--- config.mk ---
export PLATFORM = sky130hd
export DESIGN_NAME = cch_device_flat
export DESIGN_NICKNAME = d
export VERILOG_FILES = /design/src/logic/cch_pkg.sv /design/src/logic/cch_link_if.sv /design/src/logic/cch_device.sv /design/src/flat_wrapper.sv
export SDC_FILE = /design/constraint.sdc
export NUM_CORES = 1
export LEC_CHECK = 0
export BUFFER_PORTS_ARGS = -buffer_cell sky130_fd_sc_hd__buf_2
export CAP_MARGIN = 5
export CORE_MARGIN = 2
export CORE_UTILIZATION = 25
export CTS_BUF_LIST = sky130_fd_sc_hd__clkbuf_8
export CTS_CLUSTER_DIAMETER = 200
export DETAILED_ROUTE_END_ITERATION = 7
export GPL_ROUTABILITY_DRIVEN = 0
export HOLD_SLACK_MARGIN = 0.02
export PLACE_DENSITY = 0.41
export SKIP_CTS_REPAIR_TIMING = 1
export SLEW_MARGIN = 20
export SYNTH_ARGS = -nofsm -noshare
export SYNTH_HDL_FRONTEND = slang
export SYNTH_SLANG_ARGS = --single-unit
--- constraint.sdc ---
create_clock -name pclk -period 19.57 [get_ports pclk]
set_input_delay 0.9785 -clock pclk [delete_from_list [all_inputs] [get_ports pclk]]
set_output_delay 0.9785 -clock pclk [all_outputs]
set_load 0.005 [all_outputs]
--- src/logic/cch_pkg.sv ---
// Shared constants for the calibration command handler ends
package cch_pkg;

    // ------------------------------------------------------------------
    // Frame identifiers
    // ------------------------------------------------------------------
    localparam logic [7:0] ID_PERSIST       = 8'h09;
    localparam logic [7:0] ID_PERSIST_DONE  = 8'h10;
    localparam logic [7:0] ID_BEGIN_CAL     = 8'h0a;
    localparam logic [7:0] ID_ABORT_CAL     = 8'h0b;
    localparam logic [7:0] ID_POINT_COUNT   = 8'h11;
    localparam logic [7:0] ID_SCORE         = 8'h12;
    localparam logic [7:0] ID_REST_MAG      = 8'h1d;
    localparam logic [7:0] ID_REST_MAG_DONE = 8'h1e;
    localparam logic [7:0] ID_TAKE_POINT    = 8'h1f;
    localparam logic [7:0] ID_REST_ACC      = 8'h24;
    localparam logic [7:0] ID_REST_ACC_DONE = 8'h25;
    localparam logic [7:0] ID_MEASUREMENT   = 8'h05;

    // ------------------------------------------------------------------
    // Measurement components and calibration method codes
    // ------------------------------------------------------------------
    localparam logic [31:0] COMP_COUNT     = 32'h0000_0003;
    localparam logic [31:0] COMP_HEADING   = 32'h0000_0005;
    localparam logic [31:0] COMP_PITCH     = 32'h0000_0018;
    localparam logic [31:0] COMP_ROLL      = 32'h0000_0019;
    localparam logic [7:0]  CAL_FULL       = 8'h0a;
    localparam logic [7:0]  CAL_2D         = 8'h14;
    localparam logic [7:0]  CAL_HARD_IRON  = 8'h1e;
    localparam logic [7:0]  CAL_LIMITED    = 8'h28;
    localparam logic [7:0]  CAL_ACCEL      = 8'h64;
    localparam logic [7:0]  CAL_MAG_ACCEL  = 8'h6e;
    localparam logic [7:0]  CAL_RESET      = 8'h0a;

    // ------------------------------------------------------------------
    // Frame sizes, counts and reset values
    // ------------------------------------------------------------------
    localparam logic [2:0]  OPTION_BYTES   = 3'h4;
    localparam logic [15:0] BEGIN_BYTE_CNT = 16'h0009;
    localparam int          FRAME_WORDS    = 7;
    localparam logic [2:0]  LEN_MEAS       = 3'h7;
    localparam logic [2:0]  LEN_SCORE      = 3'h6;
    localparam logic [2:0]  LEN_ONE        = 3'h1;
    localparam logic [2:0]  LEN_NONE       = 3'h0;
    localparam logic [5:0]  MAX_POINTS     = 6'h20;
    localparam logic [15:0] PITCH_MIN_INIT = 16'h7fff;
    localparam logic [15:0] PITCH_MAX_INIT = 16'h8000;
    localparam int          IMG_W          = 10;

    // ------------------------------------------------------------------
    // Host register map (APB byte addresses)
    // ------------------------------------------------------------------
    localparam logic [7:0] REG_CMD      = 8'h00;
    localparam logic [7:0] REG_OPTION   = 8'h04;
    localparam logic [7:0] REG_STATUS   = 8'h08;
    localparam logic [7:0] REG_RSP_DATA = 8'h0c;
    localparam int         CMD_LEN_LSB  = 8;
    localparam int         CMD_AUTO_BIT = 16;

endpackage

--- src/logic/cch_link_if.sv ---
// Frame link between the host end and the sensor end
`timescale 1ns/100ps
interface cch_link_if (
    input wire logic pclk,
    input wire logic presetn
);
    logic        cmd_valid;
    logic        cmd_ready;
    logic [7:0]  cmd_id;
    logic [2:0]  cmd_len;
    logic [31:0] cmd_option;
    logic        rsp_valid;
    logic        rsp_ready;
    logic [7:0]  rsp_id;
    logic [31:0] rsp_word;
    logic        rsp_last;

    modport dev  (input  cmd_valid, cmd_id, cmd_len, cmd_option, rsp_ready,
                  output cmd_ready, rsp_valid, rsp_id, rsp_word, rsp_last);
    modport host (output cmd_valid, cmd_id, cmd_len, cmd_option, rsp_ready,
                  input  cmd_ready, rsp_valid, rsp_id, rsp_word, rsp_last);
endinterface

--- src/logic/cch_device.sv ---
// Sensor end: calibration and settings-persistence command handling
//
// The register offsets and the APB slave port were decided locally.
`timescale 1ns/100ps
module cch_device
    import cch_pkg::*;
(
    input  wire logic                pclk,
    input  wire logic                presetn,
    cch_link_if.dev                  link,
    output logic                     nvm_load_req,
    input  wire logic                nvm_load_done,
    input  wire logic [IMG_W-1:0]    nvm_load_image,
    output logic                     nvm_write_req,
    output logic [IMG_W-1:0]         nvm_write_image,
    input  wire logic                nvm_done,
    input  wire logic                nvm_fail,
    input  wire logic                auto_sampling,
    input  wire logic [5:0]          required_points,
    input  wire logic [5:0]          min_points,
    input  wire logic                stable,
    input  wire logic                min_change,
    input  wire logic                meas_strobe,
    input  wire logic [31:0]         heading_val,
    input  wire logic [31:0]         pitch_val,
    input  wire logic [31:0]         roll_val,
    input  wire logic signed [15:0]  pitch_deg,
    input  wire logic signed [15:0]  roll_deg,
    input  wire logic [31:0]         mag_quality,
    input  wire logic [31:0]         accel_quality,
    input  wire logic [31:0]         spread_error,
    input  wire logic [31:0]         tilt_shortfall,
    output logic                     mag_coeff_user,
    output logic                     accel_coeff_user,
    output logic                     coeff_commit,
    output logic                     cal_active,
    output logic [7:0]               method,
    output logic [5:0]               point_count
);

    // ------------------------------------------------------------------
    // Helpers
    // ------------------------------------------------------------------
    typedef enum logic [1:0] {S_LOAD, S_IDLE, S_SAVE, S_SEND} cch_dev_state_e;
    typedef logic [31:0] cch_frame_t [FRAME_WORDS];

    function automatic logic code_known(input logic [7:0] c);
        return c == CAL_FULL || c == CAL_2D || c == CAL_HARD_IRON ||
               c == CAL_LIMITED || c == CAL_ACCEL || c == CAL_MAG_ACCEL;
    endfunction

    function automatic logic uses_mag(input logic [7:0] c);
        return c != CAL_ACCEL;
    endfunction

    function automatic logic uses_accel(input logic [7:0] c);
        return c == CAL_ACCEL || c == CAL_MAG_ACCEL;
    endfunction

    function automatic logic [15:0] half_span(input logic signed [15:0] hi,
                                              input logic signed [15:0] lo);
        logic signed [16:0] d;
        d = 17'(hi) - 17'(lo);
        return d[16:1];
    endfunction

    // ------------------------------------------------------------------
    // State
    // ------------------------------------------------------------------
    cch_dev_state_e     state, next_state;
    cch_frame_t         frame_w, ld_w;
    logic [2:0]         frame_len, ld_len;
    logic [7:0]         frame_id, ld_id;
    logic               ld;
    logic               armed, pending_score;
    logic signed [15:0] pmin, pmax, rmin, rmax;
    logic [15:0]        tilt_span;

    wire logic idle       = state == S_IDLE;
    wire logic cmd_take   = idle && !pending_score && link.cmd_valid;
    wire logic opt_full   = link.cmd_len >= OPTION_BYTES;
    wire logic [7:0] code = link.cmd_option[7:0];
    wire logic is_begin   = cmd_take && link.cmd_id == ID_BEGIN_CAL;
    wire logic is_take    = cmd_take && link.cmd_id == ID_TAKE_POINT;
    wire logic is_abort   = cmd_take && link.cmd_id == ID_ABORT_CAL;
    wire logic is_rmag    = cmd_take && link.cmd_id == ID_REST_MAG;
    wire logic is_racc    = cmd_take && link.cmd_id == ID_REST_ACC;
    wire logic is_persist = cmd_take && link.cmd_id == ID_PERSIST;
    // Upper option bytes are zero for all known codes
    wire logic opt_ok     = opt_full && link.cmd_option[31:8] == 24'h0 &&
                            code_known(code);
    wire logic gate_ok    = point_count == 6'h0 ||
                            (auto_sampling ? min_change : armed);
    wire logic point_ok   = idle && !pending_score && !link.cmd_valid &&
                            cal_active && stable && gate_ok;
    wire logic [5:0] cnt_inc   = point_count + 6'h1;
    wire logic last_point = point_ok &&
                            (cnt_inc == required_points || cnt_inc == MAX_POINTS);
    wire logic abort_calc = is_abort && cal_active &&
                            point_count >= min_points;
    wire logic commit     = last_point || abort_calc;
    wire logic meas_ok    = idle && !pending_score && !link.cmd_valid &&
                            !point_ok && cal_active && meas_strobe;
    wire logic signed [15:0] pmin_n = pitch_deg < pmin ? pitch_deg : pmin;
    wire logic signed [15:0] pmax_n = pitch_deg > pmax ? pitch_deg : pmax;
    wire logic signed [15:0] rmin_n = roll_deg < rmin ? roll_deg : rmin;
    wire logic signed [15:0] rmax_n = roll_deg > rmax ? roll_deg : rmax;
    wire logic [15:0] pspan = half_span(pmax, pmin);
    wire logic [15:0] rspan = half_span(rmax, rmin);

    assign tilt_span = pspan > rspan ? pspan : rspan;

    // ------------------------------------------------------------------
    // Frame selection and sequencing
    // ------------------------------------------------------------------
    always_comb
    begin
        next_state = state;
        ld         = 1'b0;
        ld_id      = 8'h0;
        ld_len     = LEN_NONE;
        ld_w       = '{default: 32'h0};
        unique case (state)
            S_LOAD:
                if (nvm_load_done)
                    next_state = S_IDLE;
            S_IDLE:
            begin
                if (pending_score)
                begin
                    ld     = 1'b1;
                    ld_id  = ID_SCORE;
                    ld_len = LEN_SCORE;
                    ld_w   = '{mag_quality, 32'h0, accel_quality,
                               spread_error, tilt_shortfall,
                               {16'h0, tilt_span}, 32'h0};
                end
                else if (is_persist)
                    next_state = S_SAVE;
                else if (is_begin)
                begin
                    ld     = 1'b1;
                    ld_id  = ID_POINT_COUNT;
                    ld_len = LEN_ONE;
                end
                else if (is_rmag || is_racc)
                begin
                    ld     = 1'b1;
                    ld_id  = is_rmag ? ID_REST_MAG_DONE : ID_REST_ACC_DONE;
                    ld_len = LEN_ONE;
                end
                else if (point_ok)
                begin
                    ld       = 1'b1;
                    ld_id    = ID_POINT_COUNT;
                    ld_len   = LEN_ONE;
                    ld_w[0]  = {26'h0, cnt_inc};
                end
                else if (meas_ok)
                begin
                    ld     = 1'b1;
                    ld_id  = ID_MEASUREMENT;
                    ld_len = LEN_MEAS;
                    ld_w   = '{COMP_COUNT, COMP_HEADING, heading_val,
                               COMP_PITCH, pitch_val, COMP_ROLL, roll_val};
                end
            end
            S_SAVE:
                if (nvm_done)
                begin
                    ld     = 1'b1;
                    ld_id  = ID_PERSIST_DONE;
                    ld_len = LEN_ONE;
                    ld_w[0] = {31'h0, nvm_fail};
                end
            S_SEND:
                if (link.rsp_ready && frame_len == LEN_ONE)
                    next_state = S_IDLE;
        endcase
        if (ld)
            next_state = S_SEND;
    end

    // Restore done frames have no payload: a single beat with a zero word marks them; persist done carries nvm_fail
    assign link.cmd_ready   = cmd_take;
    assign link.rsp_valid   = state == S_SEND;
    assign link.rsp_id      = frame_id;
    assign link.rsp_word    = frame_w[0];
    assign link.rsp_last    = frame_len == LEN_ONE;
    assign nvm_load_req     = state == S_LOAD;
    assign nvm_write_req    = state == S_SAVE;
    assign nvm_write_image  = {mag_coeff_user, accel_coeff_user, method};

    // ------------------------------------------------------------------
    // Registers
    // ------------------------------------------------------------------
    always_ff @(posedge pclk or negedge presetn)
        if (!presetn)
            state <= S_LOAD;
        else
            state <= next_state;

    always_ff @(posedge pclk)
        if (ld)
        begin
            frame_w   <= ld_w;
            frame_len <= ld_len;
            frame_id  <= ld_id;
        end
        else if (state == S_SEND && link.rsp_ready)
        begin
            frame_w   <= '{frame_w[1], frame_w[2], frame_w[3], frame_w[4],
                           frame_w[5], frame_w[6], 32'h0};
            frame_len <= frame_len - LEN_ONE;
        end

    // Volatile coefficient selection; only the save state exports it
    always_ff @(posedge pclk or negedge presetn)
        if (!presetn)
        begin
            method           <= CAL_RESET;
            mag_coeff_user   <= 1'b0;
            accel_coeff_user <= 1'b0;
        end
        else if (state == S_LOAD && nvm_load_done)
            {mag_coeff_user, accel_coeff_user, method} <= nvm_load_image;
        else
        begin
            if (is_begin && opt_ok)
                method <= code;
            if (commit && uses_mag(method))
                mag_coeff_user <= 1'b1;
            else if (is_rmag)
                mag_coeff_user <= 1'b0;
            if (commit && uses_accel(method))
                accel_coeff_user <= 1'b1;
            else if (is_racc)
                accel_coeff_user <= 1'b0;
        end

    always_ff @(posedge pclk or negedge presetn)
        if (!presetn)
        begin
            cal_active    <= 1'b0;
            point_count   <= 6'h0;
            armed         <= 1'b0;
            pending_score <= 1'b0;
            coeff_commit  <= 1'b0;
        end
        else
        begin
            coeff_commit <= commit;
            if (is_begin)
            begin
                cal_active  <= 1'b1;
                point_count <= 6'h0;
                armed       <= 1'b0;
            end
            else if (point_ok)
            begin
                point_count <= cnt_inc;
                armed       <= 1'b0;
                cal_active  <= !last_point;
            end
            else if (is_abort)
                cal_active <= 1'b0;
            else if (is_take && cal_active)
                armed <= 1'b1;
            if (commit)
                pending_score <= 1'b1;
            else if (ld && idle)
                pending_score <= 1'b0;
        end

    always_ff @(posedge pclk or negedge presetn)
        if (!presetn)
        begin
            pmin <= PITCH_MIN_INIT;
            pmax <= PITCH_MAX_INIT;
            rmin <= PITCH_MIN_INIT;
            rmax <= PITCH_MAX_INIT;
        end
        else if (is_begin)
        begin
            pmin <= PITCH_MIN_INIT;
            pmax <= PITCH_MAX_INIT;
            rmin <= PITCH_MIN_INIT;
            rmax <= PITCH_MAX_INIT;
        end
        else if (point_ok)
        begin
            pmin <= pmin_n;
            pmax <= pmax_n;
            rmin <= rmin_n;
            rmax <= rmax_n;
        end

endmodule // cch_device

--- src/flat_wrapper.sv ---
// flat-port wrapper written by rule: the top's interface ports become plain ports
module cch_device_flat import cch_pkg::*;
  (pclk, presetn, nvm_load_req, nvm_load_done, nvm_load_image, nvm_write_req, nvm_write_image, nvm_done, nvm_fail, auto_sampling, required_points, min_points, stable, min_change, meas_strobe, heading_val, pitch_val, roll_val, pitch_deg, roll_deg, mag_quality, accel_quality, spread_error, tilt_shortfall, mag_coeff_user, accel_coeff_user, coeff_commit, cal_active, method, point_count, link_cmd_valid, link_cmd_id, link_cmd_len, link_cmd_option, link_rsp_ready, link_cmd_ready, link_rsp_valid, link_rsp_id, link_rsp_word, link_rsp_last);
  cch_link_if link_i (.pclk(pclk), .presetn(presetn));
  input  wire logic pclk;
  input  wire logic presetn;
  output logic nvm_load_req;
  input  wire logic nvm_load_done;
  input  wire logic [IMG_W-1:0] nvm_load_image;
  output logic nvm_write_req;
  output logic [IMG_W-1:0] nvm_write_image;
  input  wire logic nvm_done;
  input  wire logic nvm_fail;
  input  wire logic auto_sampling;
  input  wire logic [5:0] required_points;
  input  wire logic [5:0] min_points;
  input  wire logic stable;
  input  wire logic min_change;
  input  wire logic meas_strobe;
  input  wire logic [31:0] heading_val;
  input  wire logic [31:0] pitch_val;
  input  wire logic [31:0] roll_val;
  input  wire logic signed [15:0] pitch_deg;
  input  wire logic signed [15:0] roll_deg;
  input  wire logic [31:0] mag_quality;
  input  wire logic [31:0] accel_quality;
  input  wire logic [31:0] spread_error;
  input  wire logic [31:0] tilt_shortfall;
  output logic mag_coeff_user;
  output logic accel_coeff_user;
  output logic coeff_commit;
  output logic cal_active;
  output logic [7:0] method;
  output logic [5:0] point_count;
  input wire logic [$bits(link_i.cmd_valid)-1:0] link_cmd_valid;
  input wire logic [$bits(link_i.cmd_id)-1:0] link_cmd_id;
  input wire logic [$bits(link_i.cmd_len)-1:0] link_cmd_len;
  input wire logic [$bits(link_i.cmd_option)-1:0] link_cmd_option;
  input wire logic [$bits(link_i.rsp_ready)-1:0] link_rsp_ready;
  output wire logic [$bits(link_i.cmd_ready)-1:0] link_cmd_ready;
  output wire logic [$bits(link_i.rsp_valid)-1:0] link_rsp_valid;
  output wire logic [$bits(link_i.rsp_id)-1:0] link_rsp_id;
  output wire logic [$bits(link_i.rsp_word)-1:0] link_rsp_word;
  output wire logic [$bits(link_i.rsp_last)-1:0] link_rsp_last;
  assign link_i.cmd_valid = link_cmd_valid;
  assign link_i.cmd_id = link_cmd_id;
  assign link_i.cmd_len = link_cmd_len;
  assign link_i.cmd_option = link_cmd_option;
  assign link_i.rsp_ready = link_rsp_ready;
  assign link_cmd_ready = link_i.cmd_ready;
  assign link_rsp_valid = link_i.rsp_valid;
  assign link_rsp_id = link_i.rsp_id;
  assign link_rsp_word = link_i.rsp_word;
  assign link_rsp_last = link_i.rsp_last;
  cch_device u_core (.pclk(pclk), .presetn(presetn), .link(link_i), .nvm_load_req(nvm_load_req), .nvm_load_done(nvm_load_done), .nvm_load_image(nvm_load_image), .nvm_write_req(nvm_write_req), .nvm_write_image(nvm_write_image), .nvm_done(nvm_done), .nvm_fail(nvm_fail), .auto_sampling(auto_sampling), .required_points(required_points), .min_points(min_points), .stable(stable), .min_change(min_change), .meas_strobe(meas_strobe), .heading_val(heading_val), .pitch_val(pitch_val), .roll_val(roll_val), .pitch_deg(pitch_deg), .roll_deg(roll_deg), .mag_quality(mag_quality), .accel_quality(accel_quality), .spread_error(spread_error), .tilt_shortfall(tilt_shortfall), .mag_coeff_user(mag_coeff_user), .accel_coeff_user(accel_coeff_user), .coeff_commit(coeff_commit), .cal_active(cal_active), .method(method), .point_count(point_count));
endmodule
* After elaboration in Yosys (flattened, before gate mapping) *
Index checks and enable logic that the tools add are counted.

cells by class
  add/subtract/negate cells = 4
  magnitude comparators = 7
  eq/ne operators = 26
  mux-type cells = 78
  reduce and logical (&&, ||, !) cells = 64

operators by type and width
  operator                                        number
  2-to-1 mux 224 bit                              6
  2-to-1 mux 192 bit                              2
  2-to-1 mux 16 bit                               13
  2-to-1 mux 194 bit                              1
  one-hot mux 32 bit (2 select lines)             1
  2-to-1 mux 8 bit                                7
  greater-than comparator 16 bit                  3
  subtractor 16 x 16 -> 17 bit                    2
  == test 8 x 4 -> 1 bit (second input constant)  4
  == test 8 x 5 -> 1 bit (second input constant)  4
  == test 8 x 7 -> 1 bit (second input constant)  4
  < comparator 16 bit                             2
  logical AND 1 bit                               28
  2-to-1 mux 3 bit                                9
  2-to-1 mux 1 bit                                25
  logical NOT 24 bit                              1
  2-to-1 mux 6 bit                                4
  == test 8 x 6 -> 1 bit (second input constant)  2
  one-hot mux 8 bit (2 select lines)              1
  nonzero test 2 bit                              8
  nonzero test 3 bit                              4
  logical OR 1 bit                                10
  2-to-1 mux 2 bit                                5
  AND reduction 2 bit                             5
  21 further kinds                                28

word-level totals
  flip-flop bits (word level) = 321
  input port bits = 332
  output and inout port bits = 73
  word-level logic and storage cells = 201

* Logic depth before layout (Yosys ltp) *
  depth after elaboration = 20
  gate-level depth with buffers = 19
  depth with buffers taken out = 18

* Worst setup path before layout *
OpenSTA, ideal clock, no wires.

  path type = input to register
  start point = input link_cmd_valid
  end point = register u_core.frame_len[0] (enable)
  setup time = 1.772 ns
  data arrival time = 6.227 ns
  required time = 17.798 ns
  slack = 11.571 ns
  stages = 11
  path buffers = 4
  cells stage by stage = and3b_1 and3_1 buf_4 and3b_1 buf_2 nor2_4 nand3_2 o21ai_4 buf_4 buf_2 nand2_1

on the way
  longest elaborated chain between the ends = 17
  elaborated cells between the ends (all ways) = 23
  classes of those cells = mux: 7; reduce/logical: 16

RTL lines
  what                                     line                                 RTL
  from (decl)                              flat_wrapper.sv:35                   input wire logic [$bits(link_i.cmd_valid)-1:0] link_cmd_valid;
  logical NOT 1 bit                        cch_device.sv:94, cch_device.sv:102
  logical AND 1 bit                        cch_device.sv:94, cch_device.sv:102
  logical AND 1 bit                        cch_device.sv:94                     wire logic point_ok = idle && !pending_score && !link.cmd_valid &&
  logical AND 1 bit (2 in a row)           cch_device.sv:95                     cal_active && stable && gate_ok;
  logical NOT 1 bit                        cch_device.sv:103                    !point_ok && cal_active && meas_strobe;
  logical AND 1 bit                        cch_device.sv:102                    wire logic meas_ok = idle && !pending_score && !link.cmd_valid &&
  logical AND 1 bit (2 in a row)           cch_device.sv:103
  2-to-1 mux 1 bit                         cch_device.sv:159                    else if (meas_ok)
  2-to-1 mux 1 bit                         cch_device.sv:152                    else if (point_ok)
  2-to-1 mux 1 bit                         cch_device.sv:146                    else if (is_rmag || is_racc)
  2-to-1 mux 1 bit                         cch_device.sv:140                    else if (is_begin)
  2-to-1 mux 1 bit (*)                     cch_device.sv:138                    else if (is_persist)
  2-to-1 mux 1 bit (*)                     cch_device.sv:129                    if (pending_score)
  one-hot mux 1 bit (2 select lines) (*)   cch_device.sv:123                    unique case (state)
  nonzero test 2 bit (no source line) (*)  n/a
  to (signal assigned)                     cch_device.sv:207                    frame_len <= ld_len;
  to (signal assigned)                     cch_device.sv:214                    frame_len <= frame_len - LEN_ONE;
  to (decl)                                cch_device.sv:72                     logic [2:0] frame_len, ld_len;

Every way passes the cells marked *; elsewhere a longest branch is shown, timed or not.
A chain may end at the register's enable or synchronous reset.

* Worst setup path after layout *
  start point = register u_core.rmin[2]
  end point = register u_core.frame_w[46] (netlist bit) (data pin)

on the way
  longest elaborated chain between the ends = 6

RTL lines
  what                              line               RTL
  from (decl)                       cch_device.sv:76   logic signed [15:0] pmin, pmax, rmin, rmax;
  from (signal assigned)            cch_device.sv:294  rmin <= rmin_n;
  subtractor 16 x 16 -> 17 bit (*)  cch_device.sv:63   d = 17'(hi) - 17'(lo);
  greater-than comparator 16 bit    cch_device.sv:111  assign tilt_span = pspan > rspan ? pspan : rspan;
  2-to-1 mux 16 bit (*)             cch_device.sv:111
  2-to-1 mux 224 bit (*)            cch_device.sv:129
  2-to-1 mux 192 bit (*)            cch_device.sv:123
  2-to-1 mux 224 bit (*)            cch_device.sv:204  if (ld)
  to (signal assigned)              cch_device.sv:206  frame_w <= ld_w;
  to (signal assigned)              cch_device.sv:212  frame_w <= '{frame_w[1], frame_w[2], frame_w[3], frame_w[4],
  to (decl)                         cch_device.sv:71   cch_frame_t frame_w, ld_w;

Marks and branches as above.

==> run_results.csv <==
group,metric,value,unit
run_status,status,"completed",
worst_setup_path,slowest_stage,"or4b_2",
power_and_ir_drop,p_clk_share,22.8,%
cells_and_area,layout.nets,2417,
worst_setup_path,path_max_fanout,27,
synth,netlist.area_leader.share,39.24,%
drt,ant_nets,0,
worst_setup_path,crit_path_max_incr_delay,0.63,ns
drt,drc,0,
cells_and_area,drive_gt1_share,27.20,%
worst_setup_path,r2r.worst_path.cells,17,
worst_setup_path,required,20.04,ns
synth,synth_compound_area_share,14.45,%
synth,synth_xor_area_share,2.189,%
global_routing,antenna_found_initial,11,
cts,cts_tree,"done",
worst_setup_path,cp_data_arrival_time,5.63,ns
worst_setup_path,r2r_start,"u_core.rmin[2]",
power_and_ir_drop,power_per_cell_area,129.1,nW/µm²
synth,synth_area_leader_cell,"edfxtp_1",
power_and_ir_drop,internal_power,1.721,mW
cts,cts.sinks,319,
sta,hold-worst-slack,0.3152,ns
sta,fin_tns_setup,0,ns
worst_setup_path,ff2ff_setup_slack,14.42,ns
synth,synth_common_cells,"edfxtp_1 (233), inv_1 (181), ha_1 (122)",
power_and_ir_drop,p_sw,1.074,mW
global_routing,grt_pass1_wl,85.22,mm
synth,synthAdderAreaFrac,8.786,%
drt,met1_length,26.31,mm
drt,dr.pass1.iters,6,
cts,cts_buffer_depth,3,
global_routing,overflow,0,
drt,wl_per_cell,19.31,µm
synth,synth_seq_cells,319,
synth,synth_area_per_cell,11.13,µm²
cts,root_buffer,"clkbuf_8",
cts,cts.clk_slew.worst_paths,0.06,ns
power_and_ir_drop,combPwrFrac,42.5,%
floorplanning,rows,97,
sta,setup_viol,0,
global_routing,grt_max_degree,169,
cells_and_area,final_util,30.82,%
global_routing,grt_pass1_vias,13990,
cts,clock_latency,0.68,ns
synth,async_flop_share,26.96,%
drt,viasPerCell,4.613,
cts,cts.htree.levels,2,
cts,cts-buffers-inserted,61,
floorplanning,initial_core_util,25.37,%
worst_setup_path,cp_common_cell,"a21oi_1",
power_and_ir_drop,cellLeakagePower,9.518,nW
synth,synthSimpleGateAreaFrac,12.08,%
placed_design,dp_slack,14.10,ns
power_and_ir_drop,p_seq_share,34.7,%
drt,wl_met3,2.712,mm
worst_setup_path,worstSetupStartpoint,"u_core.rmin[2]",
synth,synth_top_family_by_area,"compound AO/OA/AOI/OAI gates",
drt,vias,13640,
floorplanning,core_area,70270,µm²
synth,ys_types,78,
cells_and_area,synthToLayoutAreaGrowth,21.45,%
floorplanning,die_width,271.1,µm
sta,hold_viol,0,
synth,ys_warn_count,0,
placed_design,io_buffers,400,
job,drv_cap,0,
drt,wl_met2,26.59,mm
power_and_ir_drop,swShare,38.43,%
synth,syn_inst,1602,
drt,dr.max_layer_used,"met5",
worst_setup_path,path_cells,"inv_1 > ha_1 > a21oi_1 > o21ai_0 > a41oi_1 > a21oi_1 > o41ai_1 > o21bai_1 > xnor2_1 > ha_1 > and4_1 > nand3_1 > a21oi_1 > o21ai_0 > a21oi_4 > or4b_2 > o2111ai_1",
drt,drt_iter0_markers,1002,
global_routing,track_usage,15.00,%
synth,synth.yosys.seq_area_share,51.55,%
sta,rsz0062_at_grt,"false",
sta,fin_crit_sh,26.34,%
power_and_ir_drop,ir_drop,0.08529,mV
synth,synth-edff-count,233,
hold_path,hold_class,"input port to async pin",
floorplanning,io_pins,405,
sta,drv_slew,0,
synth,synth_ff_type,"edfxtp_1",
sta,timing.fmax,194.0,MHz
sta,worst_pin_slew,1.044,ns
sta,slew_headroom,29.02,%
worst_setup_path,cp-start-kind,"flop",
worst_setup_path,crit_path_end,"u_core.frame_w[46]",
synth,synth.area.top_cells,"edfxtp_1 (39%), ha_1 (8.6%), dfrtp_1 (7.3%)",
sta,fin_crit,5.155,ns
drt,wl,57.10,mm
worst_setup_path,worstSetupEndpointType,"flop",
synth,syn-cell-area,17830,µm²
sta,fin_ws,14.42,ns
floorplanning,die_area,73470,µm²
worst_setup_path,worstReg2RegEnd,"u_core.frame_w[46]",
floorplanning,die_y,271.1,µm
sta,finClkSkew,0.04562,ns
placed_design,dp_hpwl,42.07,mm
synth,synth_mux_area_share,3.277,%
worst_setup_path,path_class,"flop to flop",
synth,yosysMostFrequentCell,"edfxtp_1",
[stage by stage]
| step | cell area [µm²] | cells | power [mW] |
|---|---|---|---|
| after CTS | 21620 | 2947 | 2.828 |
| after global placement | 20490 | 2838 | 2.148 |
| after floorplan | 17830 | 1603 | 1.838 |
| after global routing | 21650 | 2954 | 3.016 |
| after detailed placement | 20490 | 2838 | 2.165 |
| final | 21650 | 2957 | 2.795 |
[power groups by stage]
stage / registers (mW) / logic, mW / clock network [mW]
floorplan: 0.990 / 0.848 / 0
global placement: 0.982 / 1.17 / 0
detailed placement: 0.984 / 1.18 / 0
CTS: 0.972 / 1.19 / 0.667
global route: 0.984 / 1.34 / 0.696
finish: 0.970 / 1.19 / 0.636
[state kept, by name (all words and copies together), names as in the netlist, 6 cells and up]
register and count:
u_core.link.rsp_id 6, u_core.pmin 16, u_core.frame_w 192, u_core.rmin 16
u_core.pmax 16, u_core.point_count 6, u_core.link.rsp_word 32, u_core.method 8
u_core.rmax 16
[worst min-delay path by stage]
stage | from | end | slack [ns] | cells past startpoint
floorplan | u_core.armed | u_core.armed | 0.46 | 2
global route | presetn | u_core.pmax[2] | 0.31 | 1
finish | presetn | u_core.pmax[0] | 0.32 | 1
CTS | presetn | u_core.pmax[0] | 0.27 | 1
global placement | u_core.rmin[4] | u_core.rmin[4] | 0.49 | 2
detailed placement | u_core.rmin[5] | u_core.rmin[5] | 0.50 | 2
[cells by family after synthesis]
kind of cell               after synthesis
other                                    1
adders and majority gates              124
AOI/OAI and AO/OA                      343
muxes                                   58
DFF                                    319
and+or+nand+nor                        414
xor gates and xnor gates                43
buffers and inverters                  300
[worst max-delay path, delay by kind of cell, from the launching register on]
family          cells  cell delay (ns)
compound gates     10             2.58
xor+xnor            1             0.20
fa+ha+maj           2             0.65
buf+inv             1             0.06
flops               1             0.52
simple gates        3             0.96
[cells in the final DEF (no fill, tap or decap), types with 25 or more instances in the layout]
cell	n
clkbuf_8	63
edfxtp_1	233
nor2_1	65
a21oi_1	52
a22o_1	56
a222oi_1	64
inv_1	197
dfstp_2	34
nand2_1	100
and2_1	83
xnor2_1	25
dfrtp_1	52
nand3_1	53
ha_1	122
mux2i_1	54
o21ai_0	63
a21o_1	30
buf_2	399
[layout make-up]
cell class | count | area, µm²
Clock inverter | 46 | 269.0
Multi-Input combinational cell | 984 | 7332
Clock buffer | 63 | 867.1
Antenna cell | 10 | 25.02
Timing Repair Buffer | 412 | 2107
Fill cell | 7352 | 48620
Inverter | 183 | 686.9
Tap cell | 940 | 1176
Sequential cell | 319 | 9191
[metal layers]
layer | up-vias | GRT usage [%]
met2 | 370 | 24.10
met5 | - | 0
li1 | 6546 | -
met3 | 91 | 2.512
met4 | 2 | 4.653
met1 | 6633 | 20.55
No activity file was read; power rests on OpenSTA's default activity.
